==> src/rtl/ppuc_regs.vh <==
`ifndef PPUC_REGS_VH
`define PPUC_REGS_VH
// ----------------------------------------------------------------------------
// register word indexes (12-bit) and byte addresses (14-bit, _B)
// ----------------------------------------------------------------------------
`define PPUC_ADDR_PULLUP_0_3    12'h3f0
`define PPUC_ADDR_PULLUP_10_13  12'h3f3
`define PPUC_IDX_PULLUP_10_13   12'h3f3
`define PPUC_IDX_PULLUP_0_3     12'h3f0
`define PPUC_IDX_OUT_MODE       12'h3f7
`define PPUC_ADDR_PULLUP_0_3_B  14'h0fc0
`define PPUC_ADDR_PULLUP_10_13_B 14'h0fcc
`define PPUC_ADDR_OUT_MODE_B    14'h0fdc
`define PPUC_ADDR_BUS_MODE_B    14'h0fe0
`define PPUC_ADDR_STATUS_B      14'h0fe4
// ----------------------------------------------------------------------------
// reset values and fields
// ----------------------------------------------------------------------------
`define PPUC_RST_PULLUP         8'h00
`define PPUC_RST_OUT_MODE       8'h00
`define PPUC_RST_BUS_MODE       8'h00
`define PPUC_OUT_MODE_P1OD_BIT  0
`define PPUC_BUS_EXP_BIT        0
`define PPUC_BUS_WIDE_BIT       1
`define PPUC_BUS_P1DATA_BIT     2
`define PPUC_RESP_OKAY          2'b00
`define PPUC_RESP_SLVERR        2'b10
`endif

==> src/rtl/ppuc_group_pu.v <==
`timescale 1ns/1ps
// ----------------------------------------------------------------------------
// per-pin pull-up gating for one group of pins
// ----------------------------------------------------------------------------
module ppuc_group_pu #(
    parameter N = 4
) (
    input  wire         grp_en,
    input  wire [N-1:0] dir_out,
    input  wire [N-1:0] bus_use,
    output wire [N-1:0] pu_en
);
    genvar i;
    generate
        for (i = 0; i < N; i = i + 1) begin : g_pin
            // pull-up only with its bit set, pin input, pin not a bus line
            assign pu_en[i] = grp_en & ~dir_out[i] & ~bus_use[i];
        end
    endgenerate
endmodule // ppuc_group_pu

==> src/rtl/ppuc_ctrl.v <==
// Register access over AXI4-Lite is this design's own decision.
`timescale 1ns/1ps
`include "ppuc_regs.vh"
module ppuc_ctrl (
    input  wire        clk,
    input  wire        rst_n,
    input  wire [13:0] s_axi_awaddr,
    input  wire        s_axi_awvalid,
    output wire        s_axi_awready,
    input  wire [31:0] s_axi_wdata,
    input  wire [3:0]  s_axi_wstrb,
    input  wire        s_axi_wvalid,
    output wire        s_axi_wready,
    output reg  [1:0]  s_axi_bresp,
    output reg         s_axi_bvalid,
    input  wire        s_axi_bready,
    input  wire [13:0] s_axi_araddr,
    input  wire        s_axi_arvalid,
    output wire        s_axi_arready,
    output reg  [31:0] s_axi_rdata,
    output reg  [1:0]  s_axi_rresp,
    output reg         s_axi_rvalid,
    input  wire        s_axi_rready,
    input  wire [31:0] dir_p0_p3,
    input  wire [31:0] dir_p10_p13,
    input  wire [31:0] bus_pin_p0_p3,
    input  wire [31:0] bus_pin_p10_p13,
    output wire [31:0] pad_pu_p0_p3,
    output wire [31:0] pad_pu_p10_p13,
    output wire        port1_pch_off
);
    // ------------------------------------------------------------------------
    // registers
    // ------------------------------------------------------------------------
    reg  [7:0]  pullup_ctrl_ports_0_to_3_r;
    reg  [7:0]  pullup_ctrl_ports_10_to_13_r;
    reg  [7:0]  port_output_mode_reg_r;
    reg  [7:0]  bus_mode_r;
    reg  [13:0] awaddr_r;
    reg         aw_held_r;
    reg  [31:0] wdata_r;
    reg  [3:0]  wstrb_r;
    reg         w_held_r;
    wire        wr_go;
    wire [13:0] wa;
    wire [31:0] wd;
    wire [3:0]  ws;
    reg  [31:0] rd_nxt;
    reg         rd_hit;
    wire [2:0]  wr_sel;
    wire [2:0]  rd_sel;

    // ------------------------------------------------------------------------
    // address decode, shared by the write and read paths
    // ------------------------------------------------------------------------
    // register select codes
    localparam [2:0] SEL_NONE   = 3'h0;
    localparam [2:0] SEL_PU_LO  = 3'h1;
    localparam [2:0] SEL_PU_HI  = 3'h2;
    localparam [2:0] SEL_MODE   = 3'h3;
    localparam [2:0] SEL_BUS    = 3'h4;
    localparam [2:0] SEL_STATUS = 3'h5;

    function [2:0] reg_sel;
        input [13:0] a;
        begin
            case (a)
                `PPUC_ADDR_PULLUP_0_3_B:   reg_sel = SEL_PU_LO;
                `PPUC_ADDR_PULLUP_10_13_B: reg_sel = SEL_PU_HI;
                `PPUC_ADDR_OUT_MODE_B:     reg_sel = SEL_MODE;
                `PPUC_ADDR_BUS_MODE_B:     reg_sel = SEL_BUS;
                `PPUC_ADDR_STATUS_B:       reg_sel = SEL_STATUS;
                default:                   reg_sel = SEL_NONE;
            endcase
        end
    endfunction

    assign wr_sel = reg_sel(wa);
    assign rd_sel = reg_sel(s_axi_araddr);

    // ------------------------------------------------------------------------
    // axi4-lite write channel
    // ------------------------------------------------------------------------
    assign s_axi_awready = ~aw_held_r & ~s_axi_bvalid;
    assign s_axi_wready  = ~w_held_r & ~s_axi_bvalid;
    assign wa = aw_held_r ? awaddr_r : s_axi_awaddr;
    assign wd = w_held_r ? wdata_r : s_axi_wdata;
    assign ws = w_held_r ? wstrb_r : s_axi_wstrb;
    // write fires once both halves are present, in either order
    assign wr_go = (aw_held_r | (s_axi_awvalid & s_axi_awready)) &
                   (w_held_r | (s_axi_wvalid & s_axi_wready));

    always @(posedge clk or negedge rst_n) begin
        if (!rst_n) begin
            aw_held_r    <= 1'b0;
            w_held_r     <= 1'b0;
            awaddr_r     <= 14'h0000;
            wdata_r      <= 32'h00000000;
            wstrb_r      <= 4'h0;
            s_axi_bvalid <= 1'b0;
            s_axi_bresp  <= `PPUC_RESP_OKAY;
            pullup_ctrl_ports_0_to_3_r   <= `PPUC_RST_PULLUP;
            pullup_ctrl_ports_10_to_13_r <= `PPUC_RST_PULLUP;
            port_output_mode_reg_r       <= `PPUC_RST_OUT_MODE;
            bus_mode_r                   <= `PPUC_RST_BUS_MODE;
        end else begin
            if (s_axi_bvalid && s_axi_bready) begin
                s_axi_bvalid <= 1'b0;
            end
            if (wr_go) begin
                aw_held_r    <= 1'b0;
                w_held_r     <= 1'b0;
                s_axi_bvalid <= 1'b1;
                s_axi_bresp  <= (wr_sel != SEL_NONE) ? `PPUC_RESP_OKAY : `PPUC_RESP_SLVERR;
                // status is read-only: a write to it is answered OKAY and dropped
                if (ws[0]) begin
                    case (wr_sel)
                        SEL_PU_LO: pullup_ctrl_ports_0_to_3_r   <= wd[7:0];
                        SEL_PU_HI: pullup_ctrl_ports_10_to_13_r <= wd[7:0];
                        SEL_MODE:  port_output_mode_reg_r       <= wd[7:0];
                        SEL_BUS:   bus_mode_r                   <= wd[7:0];
                        default: ;
                    endcase
                end
            end else begin
                if (s_axi_awvalid && s_axi_awready) begin
                    aw_held_r <= 1'b1;
                    awaddr_r  <= s_axi_awaddr;
                end
                if (s_axi_wvalid && s_axi_wready) begin
                    w_held_r <= 1'b1;
                    wdata_r  <= s_axi_wdata;
                    wstrb_r  <= s_axi_wstrb;
                end
            end
        end
    end

    // ------------------------------------------------------------------------
    // pad pull-up gating, eight groups per register
    // ------------------------------------------------------------------------
    wire [31:0] live_pu_lo;
    wire [31:0] live_pu_hi;
    genvar g;
    generate
        for (g = 0; g < 8; g = g + 1) begin : g_grp
            // ports 0-3 groups follow their register bit one to one
            ppuc_group_pu #(.N(4)) u_lo (
                .grp_en  (pullup_ctrl_ports_0_to_3_r[g]),
                .dir_out (dir_p0_p3[4*g+3:4*g]),
                .bus_use (bus_pin_p0_p3[4*g+3:4*g]),
                .pu_en   (live_pu_lo[4*g+3:4*g])
            );
            // bit 3 covers only pin 4 of port 11; pins 5-7 have no pull-up
            ppuc_group_pu #(.N(4)) u_hi (
                .grp_en  (pullup_ctrl_ports_10_to_13_r[g]),
                .dir_out ((g == 3) ? (dir_p10_p13[15:12] | 4'he) : dir_p10_p13[4*g+3:4*g]),
                .bus_use (bus_pin_p10_p13[4*g+3:4*g]),
                .pu_en   (live_pu_hi[4*g+3:4*g])
            );
        end
    endgenerate
    assign pad_pu_p0_p3   = live_pu_lo;
    assign pad_pu_p10_p13 = live_pu_hi;

    // ------------------------------------------------------------------------
    // port 1 output mode
    // ------------------------------------------------------------------------
    // P driver off for pseudo open-drain; follows the bit regardless of bus mode
    assign port1_pch_off = port_output_mode_reg_r[`PPUC_OUT_MODE_P1OD_BIT];

    // ------------------------------------------------------------------------
    // axi4-lite read channel
    // ------------------------------------------------------------------------
    assign s_axi_arready = ~s_axi_rvalid;

    always @* begin
        rd_nxt = 32'h00000000;
        rd_hit = 1'b1;
        // an unmapped word reads zero and answers SLVERR
        case (rd_sel)
            SEL_PU_LO:  rd_nxt = {24'h000000, pullup_ctrl_ports_0_to_3_r};
            SEL_PU_HI:  rd_nxt = {24'h000000, pullup_ctrl_ports_10_to_13_r};
            SEL_MODE:   rd_nxt = {24'h000000, port_output_mode_reg_r};
            SEL_BUS:    rd_nxt = {24'h000000, bus_mode_r};
            SEL_STATUS: rd_nxt = {31'h00000000, port1_pch_off};
            default:    rd_hit = 1'b0;
        endcase
    end

    always @(posedge clk or negedge rst_n) begin
        if (!rst_n) begin
            s_axi_rvalid <= 1'b0;
            s_axi_rdata  <= 32'h00000000;
            s_axi_rresp  <= `PPUC_RESP_OKAY;
        end else if (s_axi_arvalid && s_axi_arready) begin
            s_axi_rvalid <= 1'b1;
            s_axi_rdata  <= rd_nxt;
            s_axi_rresp  <= rd_hit ? `PPUC_RESP_OKAY : `PPUC_RESP_SLVERR;
        end else if (s_axi_rready) begin
            s_axi_rvalid <= 1'b0;
        end
    end
endmodule // ppuc_ctrl

==> config.mk <==
export PLATFORM = sky130hd
export DESIGN_NAME = ppuc_ctrl
export DESIGN_NICKNAME = d
export VERILOG_FILES = /design/src/rtl/ppuc_group_pu.v /design/src/rtl/ppuc_ctrl.v
export VERILOG_INCLUDE_DIRS = /design/src /design/src/rtl
export SDC_FILE = /design/constraint.sdc
export NUM_CORES = 1
export LEC_CHECK = 0
export BUFFER_PORTS_ARGS = -buffer_cell sky130_fd_sc_hd__buf_2
export CORE_ASPECT_RATIO = 0.6
export CORE_UTILIZATION = 35
export CTS_BUF_LIST = sky130_fd_sc_hd__clkbuf_16
export DETAILED_ROUTE_END_ITERATION = 12
export HOLD_SLACK_MARGIN = 0.08
export PLACE_DENSITY = 0.7
export SLEW_MARGIN = 15
export SYNTH_ARGS = -nofsm -noshare
export SYNTH_HDL_FRONTEND = slang
export SYNTH_HIERARCHICAL = 1
export SYNTH_SLANG_ARGS = --single-unit
==> constraint.sdc <==
create_clock -name clk -period 3.3 [get_ports clk]
set_input_delay 0.165 -clock clk [delete_from_list [all_inputs] [get_ports clk]]
set_output_delay 0.165 -clock clk [all_outputs]
set_load 0.01 [all_outputs]
# ---- Word-level counts from Yosys, hierarchy flattened
# Index checks and enable logic that the tools add are counted.
dict set report word_totals {
  ff_bits 95
  wordCells 322
  out_inout_bits 106
}
dict set report classes {
  n_eq_ne 19
  n_mux 17
  n_reduce_logical 16
  bitwise_logic 256
}
# operator n
set op_table {}
lappend op_table {{$eq 14x12->1 const B} 10}
lappend op_table {{$and 1x1->1} 127}
lappend op_table {{$not 1->1} 127}
lappend op_table {{$pmux 8 s5} 1}
lappend op_table {{$pmux 3 s5} 2}
lappend op_table {{$mux 14} 1}
lappend op_table {{$eq 3x2->1 const B} 4}
lappend op_table {{$reduce_and 3->1} 4}
lappend op_table {{$mux 1} 10}
lappend op_table {{$eq 3x3->1 const B} 3}
lappend op_table {{$mux 8} 1}
lappend op_table {{$reduce_bool 2->1} 4}
lappend op_table {{$eq 3x1->1 const B} 2}
lappend op_table {{$reduce_or 5->1} 1}
lappend op_table {{$logic_and 1x1->1} 4}
lappend op_table {{$mux 2} 2}
lappend op_table {{$reduce_and 2->1} 2}
lappend op_table {{$reduce_bool 3->1} 1}
lappend op_table {{$or 1x1->1} 2}

# ---- Longest topological paths before layout
dict set report depth {
  depth_word 7
  ltp_mapped 7
  mapped_depth_nobuf 5
}

# ---- Cells and area by module
# The synthesis kept the hierarchy.
# mod instances area_each_um2 cells_per_inst
set by_module_without_submodules {}
lappend by_module_without_submodules {ppuc_ctrl 1 3512.1 292}
lappend by_module_without_submodules {ppuc_group_pu 16 50.0 4}

# ---- Worst setup path before layout
# No wires, ideal clock.
dict set report synth_path {
  kind {register to register}
  from {register awaddr_r[12]}
  to {register port_output_mode_reg_r[0]}
  slack_ps 924
  period_less_slack_ps 2376
  t_arrival_ps 2250
  n_path_buf 1
  path_stages_with_launch 7
  cell_sequence {dfrtp_1 or2_0 or4b_1 a22o_1 or4b_1 buf_4 mux2_4}
}
dict set report synth_via {
  elab_chain_cells 5
}
# item line_no
set synth_lines {}
lappend synth_lines {{start: declaration} ppuc_ctrl.v:39} ;# reg [13:0] awaddr_r;
lappend synth_lines {{start signal: assignment} ppuc_ctrl.v:128} ;# awaddr_r <= s_axi_awaddr;
lappend synth_lines {{$mux 14 (*)} ppuc_ctrl.v:86} ;# assign wa = aw_held_r ? awaddr_r : s_axi_awaddr;
lappend synth_lines {{$eq 14x12->1} ppuc_ctrl.v:67} ;# case (a)
lappend synth_lines {{$pmux 3 s5 (*)} ppuc_ctrl.v:67}
lappend synth_lines {{$eq 3x2->1 (*)} ppuc_ctrl.v:117} ;# case (wr_sel)
lappend synth_lines {{$reduce_and 3->1 (no line) (*)} --}
lappend synth_lines {{end signal: assignment} ppuc_ctrl.v:104} ;# port_output_mode_reg_r <= `PPUC_RST_OUT_MODE;
lappend synth_lines {{end signal: assignment} ppuc_ctrl.v:120} ;# SEL_MODE: port_output_mode_reg_r <= wd[7:0];
lappend synth_lines {{end: declaration} ppuc_ctrl.v:37} ;# reg [7:0] port_output_mode_reg_r;
# Mark *: on every way between the ends. The rest lies on a longest branch, timed or not.
# A chain may end at the register's enable or synchronous reset.

# ---- Final worst setup path
dict set report layout_path {
  from {input s_axi_awaddr[12]}
  to {register port_output_mode_reg_r[6]}
}
dict set report layout_via {
  elab_chain_cells 5
}
# item line_no
set layout_lines {}
lappend layout_lines {{start: declaration} ppuc_ctrl.v:7} ;# input wire [13:0] s_axi_awaddr,
lappend layout_lines {{$mux 14 (*)} ppuc_ctrl.v:86}
lappend layout_lines {{$eq 14x12->1} ppuc_ctrl.v:67}
lappend layout_lines {{$pmux 3 s5 (*)} ppuc_ctrl.v:67}
lappend layout_lines {{$eq 3x2->1 (*)} ppuc_ctrl.v:117}
lappend layout_lines {{$reduce_and 3->1 (no line) (*)} --}
# Marks and branches as above.

==> flow_metrics.py <==
metrics = {
    "detailed_routing": {
        "drt-total-wl_mm": 12.9,
        "drtPass1Iterations": 4,
        "drcViolationCount": 0,
        "route.antenna.remaining_nets": 0,
        "routed_wire_length_per_instance_um": 16.3,
        "route.detailed.vias_per_inst": 4.89,
        "drt_first_iter_violations": 176,
        "vias": 3862,
    },
    "clock_tree": {
        "tritoncts": "built",
        "cts.hold.buffers_added": 12,
        "cts_buffer_depth": 2,
        "cts_post_setup_buffers_inserted": 0,
        "cts-htree-levels": 3,
        "clk_transition_reported_paths_ns": 0.06,
        "clock_root_buffer_master": "sky130_fd_sc_hd__clkbuf_16",
        "cts-buffers-inserted": 9,
        "cts_repair_resize_count": 0,
        "clkLatencyLatePin_ns": 0.34,
        "cts.sinks": 69,
    },
    "global_routing": {
        "grt_first_pass_wirelength_mm": 19.3,
        "global_route_usage_over_all_layers": 0.197,
        "antenna_found_initial": 0,
        "globalRouteMet3Util": 0.0417,
        "grt_util_met2": 0.361,
        "busiest_layer": "met2",
        "groute.layer.met1.usage": 0.230,
        "globalRouteOverflowTotal": 0,
        "number_of_global_route_vias_before_repair": 3842,
        "grt_max_degree": 34,
    },
    "placed_design": {
        "place.detailed.hpwl_mm": 10.2,
        "portBuffers": 245,
        "finalWeightedCongestion": 0.838,
        "placed_cell_area_mm2": 0.00567,
        "numPlacedInstances": 762,
    },
    "final_layout": {
        "share_of_final_layout_standard_cells_stronger_than_drive_strength_1": 0.638,
        "layout.nets": 824,
        "fin_area_mm2": 0.00610,
        "antenna-diode-count": 0,
        "layout.cells.non_filler": 790,
        "synthToLayoutAreaGrowth_pct": 41.5,
    },
    "worst_hold_path": {
        "timing.hold.worst.class": "in -> reg",
        "min_from": "s_axi_wdata[2]",
        "timing.hold.worst_path_depth": 2,
        "worstHoldEndpoint": "wdata_r[2]",
    },
    "power_and_ir_drop": {
        "vdd.ir_drop.worst_mv": 0.304,
        "p_leak_nw": 3.02,
        "ratio_of_total_power_to_cell_area_mw_per_mm2": 466,
    },
    "setup_path": {
        "reg2regPathDepth": 5,
        "worst-endpoint-required_ns": 3.52,
        "reg2reg_to": "port_output_mode_reg_r[6]",
        "max_stage_delay_ns": 0.78,
        "timing.critical_path.arrival_ns": 3.03,
        "slowest_stage": "sky130_fd_sc_hd__or4b_1",
        "kind_of_cell_adding_the_most_delay_to_the_critical_path": "simple AND/OR/NAND/NOR gates",
        "r2r_setup_slk_ns": 0.49,
        "timing.critical_path.fanout_max": 8,
        "crit_path_start_kind": "input port",
        "end_kind": "flop",
        "worstReg2RegStart": "aw_held_r",
        "timing_worst_setup_path_type": "in -> reg",
        "buf_inv_on_cp": 2,
        "cp_cell_sequence": "dlygate4sd3_1 > buf_2 > nor4bb_1 > nand3_1 > a211oi_1 > or4b_1 > mux2_4",
    },
    "yosys": {
        "synthesis.instances": 356,
        "synthDominantCellAreaShare": 0.400,
        "dominantRegCellSynth": "sky130_fd_sc_hd__dfrtp_1",
        "ys_seq_area_frac": 0.400,
        "async_flop_share": 1.00,
        "post_synth_num_cell_types": 51,
        "most_area_consuming_cells_after_synthesis": "sky130_fd_sc_hd__dfrtp_1 40%, sky130_fd_sc_hd__nor3b_2 19%, sky130_fd_sc_hd__mux2_2 16%",
        "ys_seq_elements": 69,
        "avgSynthCellArea_um2": 12.1,
        "synth_area_leader_cell": "sky130_fd_sc_hd__dfrtp_1",
        "most_frequent_cells_after_synthesis": "69 x sky130_fd_sc_hd__dfrtp_1, 64 x sky130_fd_sc_hd__nor3b_2, 60 x sky130_fd_sc_hd__mux2_2",
        "post-synth-top-count-cell": "sky130_fd_sc_hd__dfrtp_1",
        "synth_enable_flop_cells": 0,
        "synthesis.yosys.warnings": 6,
        "synth_area_mm2": 0.00431,
    },
    "sta": {
        "final.setup.tns_ns": 0,
        "max_freq_mhz": 356,
        "grt_setup_unrepaired": "false",
        "finalHoldViolCount": 0,
        "worst_margin_slew_ns": 1.09,
        "min_period_ns": 2.81,
        "setup-violations-final": 0,
        "fin_skew_ns": 0.00638,
        "hold_ws_ns": 0.0833,
        "period_share": 0.852,
        "final_max_slew_viol_count": 0,
        "slew_headroom": 0.264,
    },
    "die": {
        "die_area_mm2": 0.0128,
        "coreArea_mm2": 0.0116,
        "initial_core_utilization": 0.371,
        "die_y_um": 88.0,
        "io_pins": 305,
        "floorplan.rows": 30,
        "width_of_the_chip_um": 145,
    },
    "status": {
        "run_status": "complete, no violations",
    },
    "flow_run": {
        "maxCapViolations": 0,
    },
}
## worst register-to-register path, delay by kind of cell (launching register included)
| kind | cells | cell delay, ns |
|---|---|---|
| DFF | 1 | 0.51 |
| muxes | 1 | 0.40 |
| AOI/OAI and AO/OA | 2 | 0.52 |
| and+or+nand+nor | 2 | 1.26 |
## worst max path at each step
stage                     startpoint  cells after the start                   endpoint  slack (ns)
floorplan               awaddr_r[12]                      6  port_output_mode_reg_r[0]        0.92
global placement           aw_held_r                      5  port_output_mode_reg_r[4]        0.56
detailed placement         aw_held_r                      5  port_output_mode_reg_r[2]        0.51
CTS                        aw_held_r                      5  port_output_mode_reg_r[2]        0.50
global route               aw_held_r                      6  port_output_mode_reg_r[4]        0.35
finish              s_axi_awaddr[12]                      7  port_output_mode_reg_r[6]        0.49
## logic make-up (layout without fill, tap and decap cells)
family	Yosys count	in the layout	share of synthesized area
and+or+nand+nor	143	143	0.292
muxes	69	69	0.187
DFF	69	69	0.400
buffers and inverters	36	283	0.0551
AOI/OAI and AO/OA	35	35	0.0598
other	2	29	0.00174
xor gates and xnor gates	2	2	0.00406
## registers in the layout (all words and copies together), names as in the netlist
signal,count
awaddr_r,14
bus_mode_r,8
port_output_mode_reg_r,8
pullup_ctrl_ports_0_to_3_r,8
pullup_ctrl_ports_10_to_13_r,8
s_axi_rdata,8
wdata_r,8
aw_held_r,1
s_axi_bresp,1
s_axi_bvalid,1
s_axi_rresp,1
s_axi_rvalid,1
w_held_r,1
wstrb_r,1
## per-layer routing
| metal | part of all wire | routed length [um] |
|---|---|---|
| met1 | 0.40 | 5130 |
| met2 | 0.52 | 6710 |
| met3 | 0.059 | 763 |
| met4 | 0.023 | 297 |
| met5 | 0 | 0 |
## through the flow
| stage | worst slack [ns] | power (W) | utilization |
|---|---|---|---|
| 2_1_floorplan | 0.924 | 0.00154 | - |
| 3_3_place_gp | 0.556 | 0.00178 | 0.487 |
| 3_5_place_dp | 0.507 | 0.00182 | 0.487 |
| 4_1_cts | 0.496 | 0.00285 | 0.524 |
| 5_1_grt | 0.352 | 0.00298 | 0.524 |
| 6_report | 0.488 | 0.00284 | 0.524 |
## layout make-up
class                           count  area, um^2
Clock inverter                      7        90.1
Inverter                            3        11.3
Clock buffer                        9         225
Fill cell                        1040        5530
Sequential cell                    69        1730
Timing Repair Buffer              264        1400
Multi-Input combinational cell    278        2450
Tap cell                          160         200
## power by group
group	internal [W]	total [W]	switching (W)
Sequential	0.00102	0.00114	0.000121
Clock	0.000658	0.00103	0.000368
Combinational	0.000358	0.000683	0.000324
Total	0.00203	0.00284	0.000813
## layout by cell type, fill, tap and decap left out, types with 6 or more instances in the layout
cell / Yosys / final
sky130_fd_sc_hd__buf_2: 1 / 245
sky130_fd_sc_hd__buf_4: 27 / 7
sky130_fd_sc_hd__clkbuf_16: 0 / 9
sky130_fd_sc_hd__conb_1: 2 / 29
sky130_fd_sc_hd__dfrtp_1: 69 / 69
sky130_fd_sc_hd__dlygate4sd3_1: 0 / 12
sky130_fd_sc_hd__mux2_2: 60 / 60
sky130_fd_sc_hd__mux2_4: 8 / 8
sky130_fd_sc_hd__nand2_1: 22 / 22
sky130_fd_sc_hd__nor2_1: 6 / 6
sky130_fd_sc_hd__nor3b_2: 64 / 64
sky130_fd_sc_hd__o21ai_0: 7 / 7
Note: power is estimated with default switching activity, not from simulation.
